==> src/logic/aux_pkg.sv <==
// Shared constants for the secondary converter detection block and its host
package aux_pkg;
  // Register map, page 0 except exec and coefficient registers, which are written on page 1
  localparam logic [7:0] ADDR_PAGE = 8'h00;
  localparam logic [7:0] ADDR_EXEC = 8'h01;
  localparam logic [7:0] ADDR_COEF_ADDR = 8'h02;
  localparam logic [7:0] ADDR_COEF_D0 = 8'h04;
  localparam logic [7:0] ADDR_COEF_D1 = 8'h05;
  localparam logic [7:0] ADDR_COEF_D2 = 8'h06;
  localparam logic [7:0] ADDR_INPUT_SEL = 8'h0a;
  localparam logic [7:0] ADDR_INT_STATUS = 8'h2e;
  localparam logic [7:0] ADDR_CH_MODE = 8'h30;
  localparam logic [7:0] ADDR_LOSS_TIME = 8'h33;
  localparam logic [7:0] ADDR_INTERVAL = 8'h36;
  localparam logic [7:0] ADDR_REF_BASE = 8'h38;
  localparam logic [7:0] ADDR_DIFF_BASE = 8'h40;
  localparam logic [7:0] ADDR_LEVEL_BASE = 8'h48;
  localparam logic [7:0] ADDR_DATA_CTRL = 8'h58;
  localparam logic [7:0] ADDR_DATA_HIGH = 8'h59;
  localparam logic [7:0] ADDR_DATA_LOW = 8'h5a;
  localparam logic [7:0] ADDR_INT_CFG = 8'h62;
  localparam logic [7:0] ADDR_POWER_DOWN = 8'h70;
  localparam logic [7:0] PAGE_MAIN = 8'h00;
  localparam logic [7:0] PAGE_COEF = 8'h01;
  localparam logic [7:0] EXEC_GO = 8'h01;
  // Coefficient space addresses
  localparam logic [7:0] COEF_LOSS_THR = 8'h2c;
  localparam logic [7:0] COEF_RESUME_THR = 8'h2d;
  // Field positions
  localparam int DIRECT_READ_BIT = 7;
  localparam int LATCH_REQ_BIT = 0;
  localparam int LATCHED_BIT = 1;
  localparam int STICKY_BIT = 0;
  localparam int SLEEP_BIT = 0;
  localparam int ST_RESUME = 0;
  localparam int ST_LOSS = 1;
  localparam int ST_DC = 2;
  localparam logic [2:0] STATUS_ALL = 3'h7;
  // Values after reset
  localparam logic [7:0] INPUT_SEL_RESET = 8'h00;
  localparam logic [7:0] CH_MODE_RESET = 8'h00;
  localparam logic [7:0] LOSS_TIME_RESET = 8'h01;
  localparam logic [7:0] INTERVAL_RESET = 8'h10;
  localparam logic [7:0] INT_CFG_RESET = 8'h00;
  localparam logic [7:0] POWER_DOWN_RESET = 8'h00;
  localparam logic [7:0] LEVEL_RESET = 8'h00;
  // -57 dBFS and -60 dBFS as 24-bit magnitudes
  localparam logic [23:0] RESUME_THR_RESET = 24'h002e49;
  localparam logic [23:0] LOSS_THR_RESET = 24'h0020c5;
  // Timing
  localparam longint CLK_HZ = 200_000_000;
  localparam longint PULSE_MS = 1;
  localparam longint PULSE_CYCLES = CLK_HZ / 1000 * PULSE_MS;
  localparam longint SECOND_CYCLES = CLK_HZ;
  localparam longint DWELL_UNIT_MS = 40;
  localparam longint DWELL_UNIT_CYCLES = CLK_HZ / 1000 * DWELL_UNIT_MS;
  localparam longint NOMINAL_FS_HZ = 48000;
  localparam longint SAMPLES_PER_MIN = NOMINAL_FS_HZ * 60;
  localparam logic [2:0] LOSS_MIN_MINUTES = 3'h1;
  localparam logic [2:0] LOSS_MAX_MINUTES = 3'h5;
  localparam int COEF_STEPS = 7;
endpackage

==> src/logic/aux_if.sv <==
// Register bus and interrupt line between host and detection device
interface aux_if;
  logic reg_wr;
  logic reg_rd;
  logic [7:0] reg_addr;
  logic [7:0] reg_wdata;
  logic [7:0] reg_rdata;
  logic reg_rvalid;
  logic int_req;
  logic clk_run;
  modport device (input reg_wr, reg_rd, reg_addr, reg_wdata, clk_run,
                  output reg_rdata, reg_rvalid, int_req);
  modport host (output reg_wr, reg_rd, reg_addr, reg_wdata, clk_run,
                input reg_rdata, reg_rvalid, int_req);
endinterface

==> src/logic/aux_detect_device.sv <==
// Detection logic of the secondary converter: dc change, loss and resume
// How it works
// - Host may flatten response via biquad coefficients; coefficient writes here set only the loss and resume thresholds
// - Dc detection uses unfiltered converter samples
// - Separate reference and difference per input
// - Dc change past difference raises interrupt
// - Sleep scanning of inputs runs unattended
// - Active mode host selects input by register
// - Eight-bit readback needs direct-read bit, control mode
// - Latch request captures 16-bit two's-complement data
// - Device never changes power state itself
// - Resume threshold resets to -57 dBFS
// - Resume detection only while asleep
// - Host sleeps device by clock stop or register
// - Resume pulses 1 ms, repeats every X s
// - Loss interrupt after level low for timeout
// - Loss re-signals each interval until cleared
// - Loss timeout one to five minutes
// - Loss timeout counts samples, not time
// - Interrupt output pulsed or sticky by config
// - Sleep scan converts all eight round-robin
// - Dwell 160, 80 or 40 ms per channel
// - Coefficient written by paged indirect sequence
// - Writing status clears flagged interrupt bits
module aux_detect_device
  import aux_pkg::*;
#(
  parameter int unsigned PULSE_LEN = 32'(PULSE_CYCLES),
  parameter int unsigned SECOND_LEN = 32'(SECOND_CYCLES),
  parameter int unsigned DWELL_UNIT = 32'(DWELL_UNIT_CYCLES),
  parameter int unsigned MINUTE_SAMPLES = 32'(SAMPLES_PER_MIN)
) (
  input wire logic i_core_clk,          // Core clock, 200 MHz
  input wire logic i_reset_n,           // Asynchronous reset, active low
  aux_if.device bus,                    // Register bus and interrupt
  input wire logic i_aux_valid,         // Secondary sample strobe
  input wire logic [15:0] i_aux_raw,    // Unfiltered sample, signed
  input wire logic [23:0] i_aux_energy, // Filtered level magnitude
  input wire logic i_main_valid,        // Main converter sample strobe
  input wire logic [23:0] i_main_level, // Main converter level magnitude
  output logic [2:0] o_aux_channel,     // Input routed to the converter
  output logic o_sleep                  // Device is in the sleep state
);
  typedef enum logic [1:0] {
    DWELL_160 = 2'b00,
    DWELL_80 = 2'b01,
    DWELL_40 = 2'b10
  } dwell_e;
  typedef struct packed {
    logic [7:0] page, input_sel, ch_mode, loss_time, interval;
    logic [7:0] int_cfg, power_down, coef_addr, rdata;
    logic direct_read, latched, int_out, rvalid;
    logic [15:0] data;
    logic [2:0] status, scan_ch;
    logic [7:0][7:0] ref_level, diff_level, level;
    logic [23:0] resume_thr, loss_thr, coef_data;
    logic [31:0] dwell_cnt, loss_cnt, repeat_cnt, pulse_cnt;
  } state_s;
  state_s st;
  state_s next_st;
  logic sleep, repeat_on;
  logic [2:0] chan, minutes, set_bits, clr_bits;
  logic [7:0] sample_level, delta, rd_value;
  logic [31:0] loss_limit, dwell_limit, repeat_limit;
  // power state follows host actions only
  // stopped clocks or register bit mean sleep
  assign sleep = ~bus.clk_run | st.power_down[SLEEP_BIT];
  // active channel comes from input select, or from the scan counter while asleep
  assign chan = sleep ? st.scan_ch : st.input_sel[2:0];
  assign sample_level = {~i_aux_raw[15], i_aux_raw[14:8]};
  assign delta = (sample_level > st.ref_level[chan]) ?
                 sample_level - st.ref_level[chan] :
                 st.ref_level[chan] - sample_level;
  assign minutes = (st.loss_time[2:0] < LOSS_MIN_MINUTES) ? LOSS_MIN_MINUTES :
                   (st.loss_time[2:0] > LOSS_MAX_MINUTES) ? LOSS_MAX_MINUTES :
                   st.loss_time[2:0];
  assign loss_limit = 32'(minutes) * MINUTE_SAMPLES;
  always_comb begin
    case (dwell_e'(st.interval[1:0]))
      DWELL_160: dwell_limit = DWELL_UNIT << 2;
      DWELL_80: dwell_limit = DWELL_UNIT << 1;
      DWELL_40: dwell_limit = DWELL_UNIT;
      default: dwell_limit = DWELL_UNIT << 2;
    endcase
  end
  // Repeat interval in seconds, zero treated as one
  assign repeat_limit = (st.interval[7:4] == 4'h0) ? SECOND_LEN :
                        32'(st.interval[7:4]) * SECOND_LEN;
  always_comb begin
    rd_value = 8'h00;
    case (bus.reg_addr)
      ADDR_PAGE: rd_value = st.page;
      ADDR_COEF_ADDR: rd_value = st.coef_addr;
      ADDR_COEF_D0: rd_value = st.coef_data[23:16];
      ADDR_COEF_D1: rd_value = st.coef_data[15:8];
      ADDR_COEF_D2: rd_value = st.coef_data[7:0];
      ADDR_INPUT_SEL: rd_value = st.input_sel;
      ADDR_INT_STATUS: rd_value = {5'h00, st.status};
      ADDR_CH_MODE: rd_value = st.ch_mode;
      ADDR_LOSS_TIME: rd_value = st.loss_time;
      ADDR_INTERVAL: rd_value = st.interval;
      ADDR_DATA_CTRL: rd_value = {st.direct_read, 5'h00, st.latched, 1'b0};
      // latched word split high then low
      ADDR_DATA_HIGH: rd_value = st.data[15:8];
      ADDR_DATA_LOW: rd_value = st.data[7:0];
      ADDR_INT_CFG: rd_value = st.int_cfg;
      ADDR_POWER_DOWN: rd_value = st.power_down;
      default: begin
        if (bus.reg_addr[7:3] == ADDR_REF_BASE[7:3]) begin
          rd_value = st.ref_level[bus.reg_addr[2:0]];
        end else if (bus.reg_addr[7:3] == ADDR_DIFF_BASE[7:3]) begin
          rd_value = st.diff_level[bus.reg_addr[2:0]];
        end else if (bus.reg_addr[7:3] == ADDR_LEVEL_BASE[7:3]) begin
          rd_value = st.level[bus.reg_addr[2:0]];
        end
      end
    endcase
  end
  always_comb begin
    next_st = st;
    set_bits = 3'h0;
    clr_bits = 3'h0;
    next_st.rvalid = bus.reg_rd;
    if (bus.reg_rd) begin
      next_st.rdata = (bus.reg_addr == ADDR_PAGE || st.page == PAGE_MAIN) ?
                      rd_value : 8'h00;
    end
    if (bus.reg_wr) begin
      if (bus.reg_addr == ADDR_PAGE) begin
        next_st.page = bus.reg_wdata;
      end else if (st.page == PAGE_COEF) begin
        case (bus.reg_addr)
          ADDR_COEF_ADDR: next_st.coef_addr = bus.reg_wdata;
          ADDR_COEF_D0: next_st.coef_data[23:16] = bus.reg_wdata;
          ADDR_COEF_D1: next_st.coef_data[15:8] = bus.reg_wdata;
          ADDR_COEF_D2: next_st.coef_data[7:0] = bus.reg_wdata;
          ADDR_EXEC: begin
            if (bus.reg_wdata == EXEC_GO) begin
              if (st.coef_addr == COEF_RESUME_THR) begin
                next_st.resume_thr = st.coef_data;
              end else if (st.coef_addr == COEF_LOSS_THR) begin
                next_st.loss_thr = st.coef_data;
              end
            end
          end
          default: next_st.page = st.page;
        endcase
      end else begin
        case (bus.reg_addr)
          ADDR_INPUT_SEL: next_st.input_sel = bus.reg_wdata;
          ADDR_INT_STATUS: clr_bits = bus.reg_wdata[2:0];
          ADDR_CH_MODE: next_st.ch_mode = bus.reg_wdata;
          ADDR_LOSS_TIME: next_st.loss_time = bus.reg_wdata;
          ADDR_INTERVAL: next_st.interval = bus.reg_wdata;
          ADDR_DATA_CTRL: begin
            next_st.direct_read = bus.reg_wdata[DIRECT_READ_BIT];
            if (bus.reg_wdata[LATCH_REQ_BIT]) begin
              next_st.data = i_aux_raw;
              next_st.latched = 1'b1;
            end
          end
          ADDR_INT_CFG: next_st.int_cfg = bus.reg_wdata;
          ADDR_POWER_DOWN: next_st.power_down = bus.reg_wdata;
          default: begin
            if (bus.reg_addr[7:3] == ADDR_REF_BASE[7:3]) begin
              next_st.ref_level[bus.reg_addr[2:0]] = bus.reg_wdata;
            end else if (bus.reg_addr[7:3] == ADDR_DIFF_BASE[7:3]) begin
              next_st.diff_level[bus.reg_addr[2:0]] = bus.reg_wdata;
            end
          end
        endcase
      end
    end
    if (sleep) begin
      if (st.dwell_cnt + 32'h1 >= dwell_limit) begin
        next_st.dwell_cnt = 32'h0;
        next_st.scan_ch = st.scan_ch + 3'h1;
      end else begin
        next_st.dwell_cnt = st.dwell_cnt + 32'h1;
      end
    end else begin
      next_st.dwell_cnt = 32'h0;
    end
    if (i_aux_valid) begin
      if (st.ch_mode[chan]) begin
        // readback updated when direct read enabled
        if (st.direct_read) begin
          next_st.level[chan] = sample_level;
        end
        if (delta > st.diff_level[chan]) begin
          set_bits[ST_DC] = 1'b1;
        end
      end else if (sleep && i_aux_energy > st.resume_thr) begin
        set_bits[ST_RESUME] = 1'b1;
      end
    end
    // count low main samples while active
    if (sleep || clr_bits[ST_LOSS]) begin
      next_st.loss_cnt = 32'h0;
    end else if (i_main_valid) begin
      if (i_main_level >= st.loss_thr) begin
        next_st.loss_cnt = 32'h0;
      end else if (st.loss_cnt + 32'h1 >= loss_limit) begin
        next_st.loss_cnt = 32'h0;
        set_bits[ST_LOSS] = 1'b1;
      end else begin
        next_st.loss_cnt = st.loss_cnt + 32'h1;
      end
    end
    // Set wins over a clear in the same cycle
    next_st.status = (st.status & ~clr_bits) | set_bits;
    repeat_on = (st.status[ST_RESUME] & sleep) | (st.status[ST_LOSS] & ~sleep);
    if (!repeat_on || set_bits != 3'h0) begin
      next_st.repeat_cnt = 32'h0;
    end else if (st.repeat_cnt + 32'h1 >= repeat_limit) begin
      next_st.repeat_cnt = 32'h0;
      next_st.pulse_cnt = PULSE_LEN;
    end else begin
      next_st.repeat_cnt = st.repeat_cnt + 32'h1;
    end
    if (set_bits != 3'h0) begin
      next_st.pulse_cnt = PULSE_LEN;
    end else if (st.pulse_cnt != 32'h0 && next_st.repeat_cnt != 32'h0) begin
      next_st.pulse_cnt = st.pulse_cnt - 32'h1;
    end else if (st.pulse_cnt != 32'h0 && repeat_on) begin
      next_st.pulse_cnt = st.pulse_cnt;
    end else if (st.pulse_cnt != 32'h0) begin
      next_st.pulse_cnt = st.pulse_cnt - 32'h1;
    end
    next_st.int_out = st.int_cfg[STICKY_BIT] ? (next_st.status != 3'h0) :
                      (next_st.pulse_cnt != 32'h0);
  end
  always_ff @(posedge i_core_clk or negedge i_reset_n) begin
    if (!i_reset_n) begin
      st <= '0;
      st.page <= PAGE_MAIN;
      st.input_sel <= INPUT_SEL_RESET;
      st.ch_mode <= CH_MODE_RESET;
      st.loss_time <= LOSS_TIME_RESET;
      st.interval <= INTERVAL_RESET;
      st.int_cfg <= INT_CFG_RESET;
      st.power_down <= POWER_DOWN_RESET;
      st.level <= {8{LEVEL_RESET}};
      st.resume_thr <= RESUME_THR_RESET;
      st.loss_thr <= LOSS_THR_RESET;
    end else begin
      st <= next_st;
    end
  end
  assign bus.reg_rdata = st.rdata;
  assign bus.reg_rvalid = st.rvalid;
  assign bus.int_req = st.int_out;
  assign o_aux_channel = chan;
  assign o_sleep = sleep;
endmodule

==> src/flat_wrapper.sv <==
// flat-port wrapper written by rule: the top's interface ports become plain ports
module aux_detect_device_flat import aux_pkg::*;
#(
  parameter int unsigned PULSE_LEN = 32'(PULSE_CYCLES),
  parameter int unsigned SECOND_LEN = 32'(SECOND_CYCLES),
  parameter int unsigned DWELL_UNIT = 32'(DWELL_UNIT_CYCLES),
  parameter int unsigned MINUTE_SAMPLES = 32'(SAMPLES_PER_MIN)
)
  (i_core_clk, i_reset_n, i_aux_valid, i_aux_raw, i_aux_energy, i_main_valid, i_main_level, o_aux_channel, o_sleep, bus_reg_wr, bus_reg_rd, bus_reg_addr, bus_reg_wdata, bus_clk_run, bus_reg_rdata, bus_reg_rvalid, bus_int_req);
  aux_if bus_i ();
  input wire logic i_core_clk;
  input wire logic i_reset_n;
  input wire logic i_aux_valid;
  input wire logic [15:0] i_aux_raw;
  input wire logic [23:0] i_aux_energy;
  input wire logic i_main_valid;
  input wire logic [23:0] i_main_level;
  output logic [2:0] o_aux_channel;
  output logic o_sleep;
  input wire logic [$bits(bus_i.reg_wr)-1:0] bus_reg_wr;
  input wire logic [$bits(bus_i.reg_rd)-1:0] bus_reg_rd;
  input wire logic [$bits(bus_i.reg_addr)-1:0] bus_reg_addr;
  input wire logic [$bits(bus_i.reg_wdata)-1:0] bus_reg_wdata;
  input wire logic [$bits(bus_i.clk_run)-1:0] bus_clk_run;
  output wire logic [$bits(bus_i.reg_rdata)-1:0] bus_reg_rdata;
  output wire logic [$bits(bus_i.reg_rvalid)-1:0] bus_reg_rvalid;
  output wire logic [$bits(bus_i.int_req)-1:0] bus_int_req;
  assign bus_i.reg_wr = bus_reg_wr;
  assign bus_i.reg_rd = bus_reg_rd;
  assign bus_i.reg_addr = bus_reg_addr;
  assign bus_i.reg_wdata = bus_reg_wdata;
  assign bus_i.clk_run = bus_clk_run;
  assign bus_reg_rdata = bus_i.reg_rdata;
  assign bus_reg_rvalid = bus_i.reg_rvalid;
  assign bus_int_req = bus_i.int_req;
  aux_detect_device #(.PULSE_LEN(PULSE_LEN), .SECOND_LEN(SECOND_LEN), .DWELL_UNIT(DWELL_UNIT), .MINUTE_SAMPLES(MINUTE_SAMPLES)) u_core (.i_core_clk(i_core_clk), .i_reset_n(i_reset_n), .bus(bus_i), .i_aux_valid(i_aux_valid), .i_aux_raw(i_aux_raw), .i_aux_energy(i_aux_energy), .i_main_valid(i_main_valid), .i_main_level(i_main_level), .o_aux_channel(o_aux_channel), .o_sleep(o_sleep));
endmodule
==> config.mk <==
export PLATFORM = sky130hd
export DESIGN_NAME = aux_detect_device_flat
export DESIGN_NICKNAME = d
export VERILOG_FILES = /design/src/logic/aux_pkg.sv /design/src/logic/aux_if.sv /design/src/logic/aux_detect_device.sv /design/src/flat_wrapper.sv
export SDC_FILE = /design/constraint.sdc
export NUM_CORES = 1
export LEC_CHECK = 0
export ABC_AREA = 1
export BUFFER_PORTS_ARGS = -buffer_cell sky130_fd_sc_hd__buf_2
export CORE_MARGIN = 4
export CORE_UTILIZATION = 55
export DETAILED_ROUTE_END_ITERATION = 10
export PLACE_DENSITY = 0.78
export RECOVER_POWER = 50
export SETUP_SLACK_MARGIN = 0.3
export SYNTH_ARGS = -nofsm -noshare
export SYNTH_HDL_FRONTEND = slang
export SYNTH_SLANG_ARGS = --single-unit
export TNS_END_PERCENT = 30
==> constraint.sdc <==
create_clock -name i_core_clk -period 19.4 [get_ports i_core_clk]
set_input_delay 1.94 -clock i_core_clk [delete_from_list [all_inputs] [get_ports i_core_clk]]
set_output_delay 1.94 -clock i_core_clk [all_outputs]
set_load 0.005 [all_outputs]
==> results of run 1 <==
[power breakdown]
group / internal [W] / switching, W
Clock: 0.000715 / 0.000443
Combinational: 0.000316 / 0.000610
Sequential: 0.00115 / 0.0000886
[per-stage QoR]
step           cell area, sq um  cells
2_1_floorplan             29640   3870
3_3_place_gp              30600   4541
3_5_place_dp              30600   4541
4_1_cts                   32620   4639
5_1_grt                   32550   4639
6_report                  32550   4639
[Yosys cell counts (78+ instances only)]
master / n / area share
a21oi_1: 142 / 0.024
clkbuf_1: 111 / 0.014
dfrtp_1: 476 / 0.40
ha_1: 161 / 0.068
inv_1: 513 / 0.065
nand2_1: 828 / 0.10
nand3_1: 142 / 0.024
nand4_1: 87 / 0.018
nor2_1: 385 / 0.049
o21ai_0: 436 / 0.074
o22ai_1: 119 / 0.025
xor2_1: 78 / 0.023
[sequential cells by signal (all words and copies together), names as in the netlist]
register / flops
u_core.bus.int_req: 1
u_core.bus.reg_rvalid: 1
u_core.bus.reg_rdata: 8
u_core.st: 480
[kinds of logic (layout without fill, tap and decap cells)]
kind of cell | after synthesis | count (layout) | synth area share
buffers and inverters | 672 | 753 | 0.08879
adder cells (fa/ha/maj) | 174 | 174 | 0.07680
AO/OA/AOI/OAI | 813 | 813 | 0.1551
flip-flops | 490 | 490 | 0.4146
multiplexers | 11 | 11 | 0.004055
XOR/XNOR | 96 | 96 | 0.02839
other | 2 | 8 | 0.0002535
AND/OR/NAND/NOR | 1606 | 1606 | 0.2321
[area by class of cell]
| cell class | count | area share |
|---|---|---|
| clock buffers | 68 | 0.04556 |
| clock inverters | 30 | 0.01645 |
| inverters | 530 | 0.06113 |
| multi-input cells | 2708 | 0.4528 |
| flip-flops and latches | 490 | 0.3773 |
| well taps | 688 | 0.02645 |
| repair buffers | 125 | 0.02034 |
[metal layers]
| layer | global-route usage | routed length [microns] |
|---|---|---|
| met4 | 0.1060 | 3246 |
| met5 | 0 | 0 |
| met3 | 0.06596 | 9238 |
| met1 | 0.4255 | 36310 |
| met2 | 0.4443 | 37130 |
[worst register-to-register path, delay by kind of cell, from the launching register on]
family	cells	cell delay, ns
buffers and inverters	5	0.99
adder cells (fa/ha/maj)	3	0.88
XOR/XNOR	1	0.14
multiplexers	1	0.21
AO/OA/AOI/OAI	5	1.13
AND/OR/NAND/NOR	30	5.16
flip-flops	1	0.42
[cells in the final DEF (no fill, tap or decap), types with 7 or more instances in the layout]
cell type,n
conb_1,8
xor2_1,78
nand2_1,828
nor4_1,19
bufinv_16,13
a211oi_1,7
a221oi_1,18
nor2_1,387
a22o_1,7
buf_2,90
buf_4,17
nor3_1,74
inv_1,513
xnor2_1,18
nand3_1,142
nand4_1,87
o211ai_1,7
nor2_2,10
dfstp_2,14
fa_1,13
clkbuf_8,10
o21ai_0,437
clkbuf_16,53
a21oi_1,142
o22ai_1,119
mux2_2,8
o221ai_1,21
or2_2,12
clkinv_1,8
clkbuf_1,22
or4_1,9
dfrtp_1,476
inv_2,9
clkinv_2,7
ha_1,161
[worst min path at each step]
| stage | from | slack, ns | cells after the start | end |
|---|---|---|---|---|
| 6_report | u_core.st[416] | 0.48 | 2 | u_core.st[416] |
| 5_1_grt | u_core.st[348] | 0.51 | 2 | u_core.st[348] |
| 4_1_cts | u_core.bus.reg_rdata[1] | 0.48 | 2 | u_core.bus.reg_rdata[1] |
| 3_5_place_dp | u_core.bus.reg_rdata[1] | 0.46 | 2 | u_core.bus.reg_rdata[1] |
| 3_3_place_gp | u_core.bus.reg_rdata[7] | 0.46 | 2 | u_core.bus.reg_rdata[7] |
| 2_1_floorplan | u_core.st[416] | 0.44 | 2 | u_core.st[416] |
==> flow_metrics.tcl, run 1 <==
set metrics [dict create \
    clk_path_buf_depth 3 \
    syn_area_sq_um 29620 \
    reg2reg_to "u_core.bus.int_req" \
    grt_pass1_vias 25340 \
    path_cells "clkbuf_1, clkbuf_1, clkbuf_1" \
    max_slew.worst_pin.slew_ns 5.714 \
    cts_hold_buf 0 \
    grt_max_degree 170 \
    crit_path_max_fanout 107 \
    hold_violations 0 \
    drive_gt1_frac 0.07036 \
    core_area_sq_um 52970 \
    cts-buffers-inserted 52 \
    crit_family "buffers and inverters" \
    n_antenna_cell 0 \
    ys_types 65 \
    worstPathArrival_ns 11.74 \
    post_synth_inst_count 3864 \
    cts_tree "yes" \
    avgViaCountPerCell 5.861 \
    crit_type "input pin to asynchronous set/reset pin" \
    rr_worst_depth 45 \
    grt_antenna_before_repair 0 \
    crit_end "u_core.st[153]" \
    start_kind "input pin" \
    cp_slowest_cell "clkbuf_1" \
    grt-ovfl-total 0 \
    dieHeight_microns 240.1 \
    ys_ff_latch 490 \
    drt_drc_violations_left 0 \
    hold_ws_ns 0.4812 \
    finalSetupTns_ns 0 \
    dieArea_sq_um 57630 \
    start_util 0.5592 \
    dp_slack_ns 9.169 \
    cts_setup_buffers 0 \
    dp_hpwl_mm 61.28 \
    leakage_nw 15.61 \
    io_buffers 100 \
    skew_ns 0.03406 \
    grt.total_usage 0.2960 \
    dr.pass1.iters 8 \
    yosysWarnings 0 \
    grt_setup_unrepaired "no" \
    ctsResizeCount 0 \
    route.vias.total 27190 \
    gp_congestion 1.003 \
    cp_common_cell "clkbuf_1" \
    cts-root-buf "clkbuf_16" \
    avgSynthCellArea_sq_um 7.666 \
    routed_wirelength_mm 85.92 \
    synthArstFlopShare 1.000 \
    ys.flop_type "dfrtp_1" \
    hp-class "flip-flop to flip-flop" \
    die_w_microns 240.1 \
    reg2reg_from "u_core.st[434]" \
    timing.final.crit_period_ns 12.01 \
    fin_nets 4168 \
    fin_crit_sh 0.6189 \
    clock-sinks 490 \
    rows 84 \
    violations "capacitance limit, slew limit" \
    insertion_delay_ns 0.63 \
    slew_violations 369 \
    htree_num_levels 2 \
    multi_input_area_sq_um 14740 \
    setup_viol 0 \
    setup_ws_ns 7.393 \
    regArea_sq_um 12280 \
    end_kind "asynchronous set/reset pin" \
    max_stage_delay_ns 3.91 \
    slew_headroom -2.810 \
    crit_required_ns 19.13 \
    pwr_density_cell_nw_per_um2 102.1 \
    ir_worst_vdd_uv 74.64 \
    crit_buf_inv 3 \
    wl_per_cell_microns 18.52 \
    grt_pass1_wl_mm 137.1 \
    crit_start "i_reset_n" \
    ant_nets 0 \
    synth-edff-count 0 \
    cap_violations 5 \
    rrSetupSlack_ns 10.34 \
    pin_count 101 \
    drtIter0Drc 3423 \
    utilization 0.6144 \
    max_freq_ghz 0.08329 \
    ys_seq_area_frac 0.4146 \
    area_growth_pct 9.880 \
    worstSetupPathDepth 3 \
    fillers 4676 \
    path_clk_slew_ns 0.07 \
    status "complete, but fails checks" \
    totalPowerFinal_w 0.003322 \
]
Note: power is estimated with default switching activity, not from simulation.
==> run 2, diff against run 1 <==
--- a/config.mk
+++ b/config.mk
@@ -10,7 +10,7 @@
 export CORE_MARGIN = 4
 export CORE_UTILIZATION = 55
 export DETAILED_ROUTE_END_ITERATION = 10
-export PLACE_DENSITY = 0.78
+export PLACE_DENSITY = 0.81
 export RECOVER_POWER = 50
 export SETUP_SLACK_MARGIN = 0.3
 export SYNTH_ARGS = -nofsm -noshare
==> constraint.sdc (replaced) <==
create_clock -name i_core_clk -period 10.38 [get_ports i_core_clk]
set_input_delay 1.038 -clock i_core_clk [delete_from_list [all_inputs] [get_ports i_core_clk]]
set_output_delay 1.038 -clock i_core_clk [all_outputs]
set_load 0.005 [all_outputs]
==> run 2 against run 1 <==
The run still ends with capacitance limit, slew limit left. Core utilization is 0.23 points lower. Count of clock-buffer cells in the layout up 2. Largest cell class unchanged. Wire length decreased by 1.7%. First-iteration DRC count grew 0.67%. Clock skew down 0.010 ns. Largest power group unchanged. Register-to-register slack lost 8.7 ns. Power up 83%.
==> flow_metrics.tcl, run 2 (same netlist as run 1, synthesis figures left out) <==
set metrics [dict create \
    status "complete, but fails checks" \
    violations "capacitance limit, slew limit" \
    drive_gt1_frac 0.07224 \
    drtIter0Drc 3446 \
    slew_headroom -3.583 \
    start_kind "input pin" \
    io_buffers 100 \
    clock-sinks 490 \
    rr_worst_depth 45 \
    cts-root-buf "clkbuf_16" \
    ant_nets 0 \
    slew_violations 306 \
    grt_pass1_wl_mm 134.8 \
    max_stage_delay_ns 0.50 \
    htree_num_levels 2 \
    largest_register_ffs 480 \
    max_freq_ghz 0.1135 \
    clk_path_buf_depth 3 \
    path_clk_slew_ns 0.06 \
    drt_drc_violations_left 0 \
    pin_count 101 \
    end_kind "flip-flop" \
    crit_path_max_fanout 33 \
    final_cell_mix "828 x nand2_1, 513 x inv_1, 476 x dfrtp_1, 437 x o21ai_0, 385 x nor2_1" \
    grt_util_met1 0.4024 \
    routed_wirelength_mm 84.50 \
    layout_commonest_cell "nand2_1" \
    hp-class "flip-flop to flip-flop" \
    dieArea_sq_um 57630 \
    area_growth_pct 9.471 \
    hold_ws_ns 0.4868 \
    rrSetupSlack_ns 1.66 \
    fin_nets 4166 \
    hold_end "u_core.st[334]" \
    hold_depth 2 \
    grt_antenna_before_repair 2 \
    die_w_microns 240.1 \
    reg2reg_from "u_core.st[434]" \
    route.vias.total 27040 \
    cts_tree "yes" \
    start_util 0.5592 \
    hold_violations 0 \
    use_met2 0.4512 \
    finalSetupTns_ns 0 \
    insertion_delay_ns 0.61 \
    dp_hpwl_mm 59.89 \
    setup_viol 0 \
    fillers 4648 \
    leakage_nw 15.59 \
    reg2reg_to "u_core.bus.int_req" \
    hp-start "u_core.st[334]" \
    ctsResizeCount 0 \
    grt_pass1_vias 25250 \
    cp_slowest_cell "nor3_1" \
    top_register "u_core.st" \
    max_slew.worst_pin.slew_ns 6.874 \
    core_area_sq_um 52970 \
    cap_violations 2 \
    pwr_density_cell_nw_per_um2 187.2 \
    gp_congestion 1.004 \
    dr.pass1.iters 7 \
    avgViaCountPerCell 5.834 \
    grt-ovfl-total 0 \
    cts-buffers-inserted 50 \
    timing.final.crit_period_ns 8.810 \
    cts_setup_buffers 0 \
    grt.total_usage 0.2899 \
    cts_hold_buf 0 \
    worstPathArrival_ns 9.28 \
    fin_crit_sh 0.8487 \
    grtUsageMet3 0.05816 \
    rows 84 \
    grt_setup_unrepaired "no" \
    wl_per_cell_microns 18.23 \
    top_usage_layer "met2" \
    crit_required_ns 10.85 \
    skew_ns 0.02362 \
    ir_worst_vdd_uv 161.7 \
    crit_type "input pin to flip-flop" \
    grt_max_degree 189 \
    dieHeight_microns 240.1 \
    cp_common_cell "nand2_1" \
]
-- run 2: changes by cell type in the layout (fill, tap and decap cells not counted), sizes merged --
| cell | previous run | this run |
|---|---|---|
| buf | 108 | 119 |
| bufinv | 13 | 9 |
| clkbuf | 85 | 76 |
| clkinv | 19 | 16 |
| clkinvlp | 5 | 4 |
| diode | 0 | 1 |
-- run 2: worst max-delay path by stage --
| stage | start | endpoint | slack [ns] | cells after the start |
|---|---|---|---|---|
| 2_1_floorplan | bus_clk_run | u_core.bus.int_req | 3.45 | 49 |
| 3_3_place_gp | bus_clk_run | u_core.bus.int_req | 1.45 | 47 |
| 3_5_place_dp | bus_clk_run | u_core.bus.int_req | 1.20 | 47 |
| 4_1_cts | bus_clk_run | u_core.bus.int_req | 1.81 | 47 |
| 5_1_grt | i_reset_n | u_core.st[160] | 0.43 | 2 |
| 6_report | bus_clk_run | u_core.bus.int_req | 1.57 | 47 |
-- run 2: layout make-up --
class / instances / area (sq um) / area share
Tap cell: 688 / 860.8 / 0.02655
Timing Repair Buffer: 125 / 694.4 / 0.02142
Inverter: 530 / 1989 / 0.06135
Multi-Input combinational cell: 2708 / 14750 / 0.4548
Antenna cell: 1 / 2.502 / 0.00007718
Clock buffer: 70 / 1500 / 0.04627
Clock inverter: 22 / 352.8 / 0.01088
Sequential cell: 490 / 12280 / 0.3787
-- run 2: through the flow --
stage | instances | setup WS [ns] | total power, W | util | area (sq um)
2_1_floorplan | 3870 | 3.452 | 0.003605 | - | 29640
3_3_place_gp | 4541 | 1.449 | 0.003970 | 0.5776 | 30600
3_5_place_dp | 4541 | 1.203 | 0.004017 | 0.5776 | 30600
4_1_cts | 4633 | 1.813 | 0.006055 | 0.6126 | 32450
5_1_grt | 4633 | 0.4253 | 0.006416 | 0.6121 | 32420
6_report | 4634 | 1.570 | 0.006070 | 0.6121 | 32420
-- run 2: per-layer routing --
layer | vias up | routed length (microns)
met5 | - | 7
met4 | 2 | 3369
met3 | 220 | 8303
met2 | 1339 | 37890
met1 | 12600 | 34930
li1 | 12880 | -
-- run 2: report_power, final --
group | internal [W] | total, W | switching (W)
registers | 0.00215 | 0.00231 | 0.000163
clock network | 0.00123 | 0.00203 | 0.000801
logic | 0.000592 | 0.00173 | 0.00113
-- run 2: critical path, delay by kind of cell --
family	cells	cell delay [ns]
compound gates	6	1.41
simple gates	29	4.34
mux	1	0.21
fa+ha+maj	3	0.89
xor+xnor	1	0.14
buf+inv	7	1.19
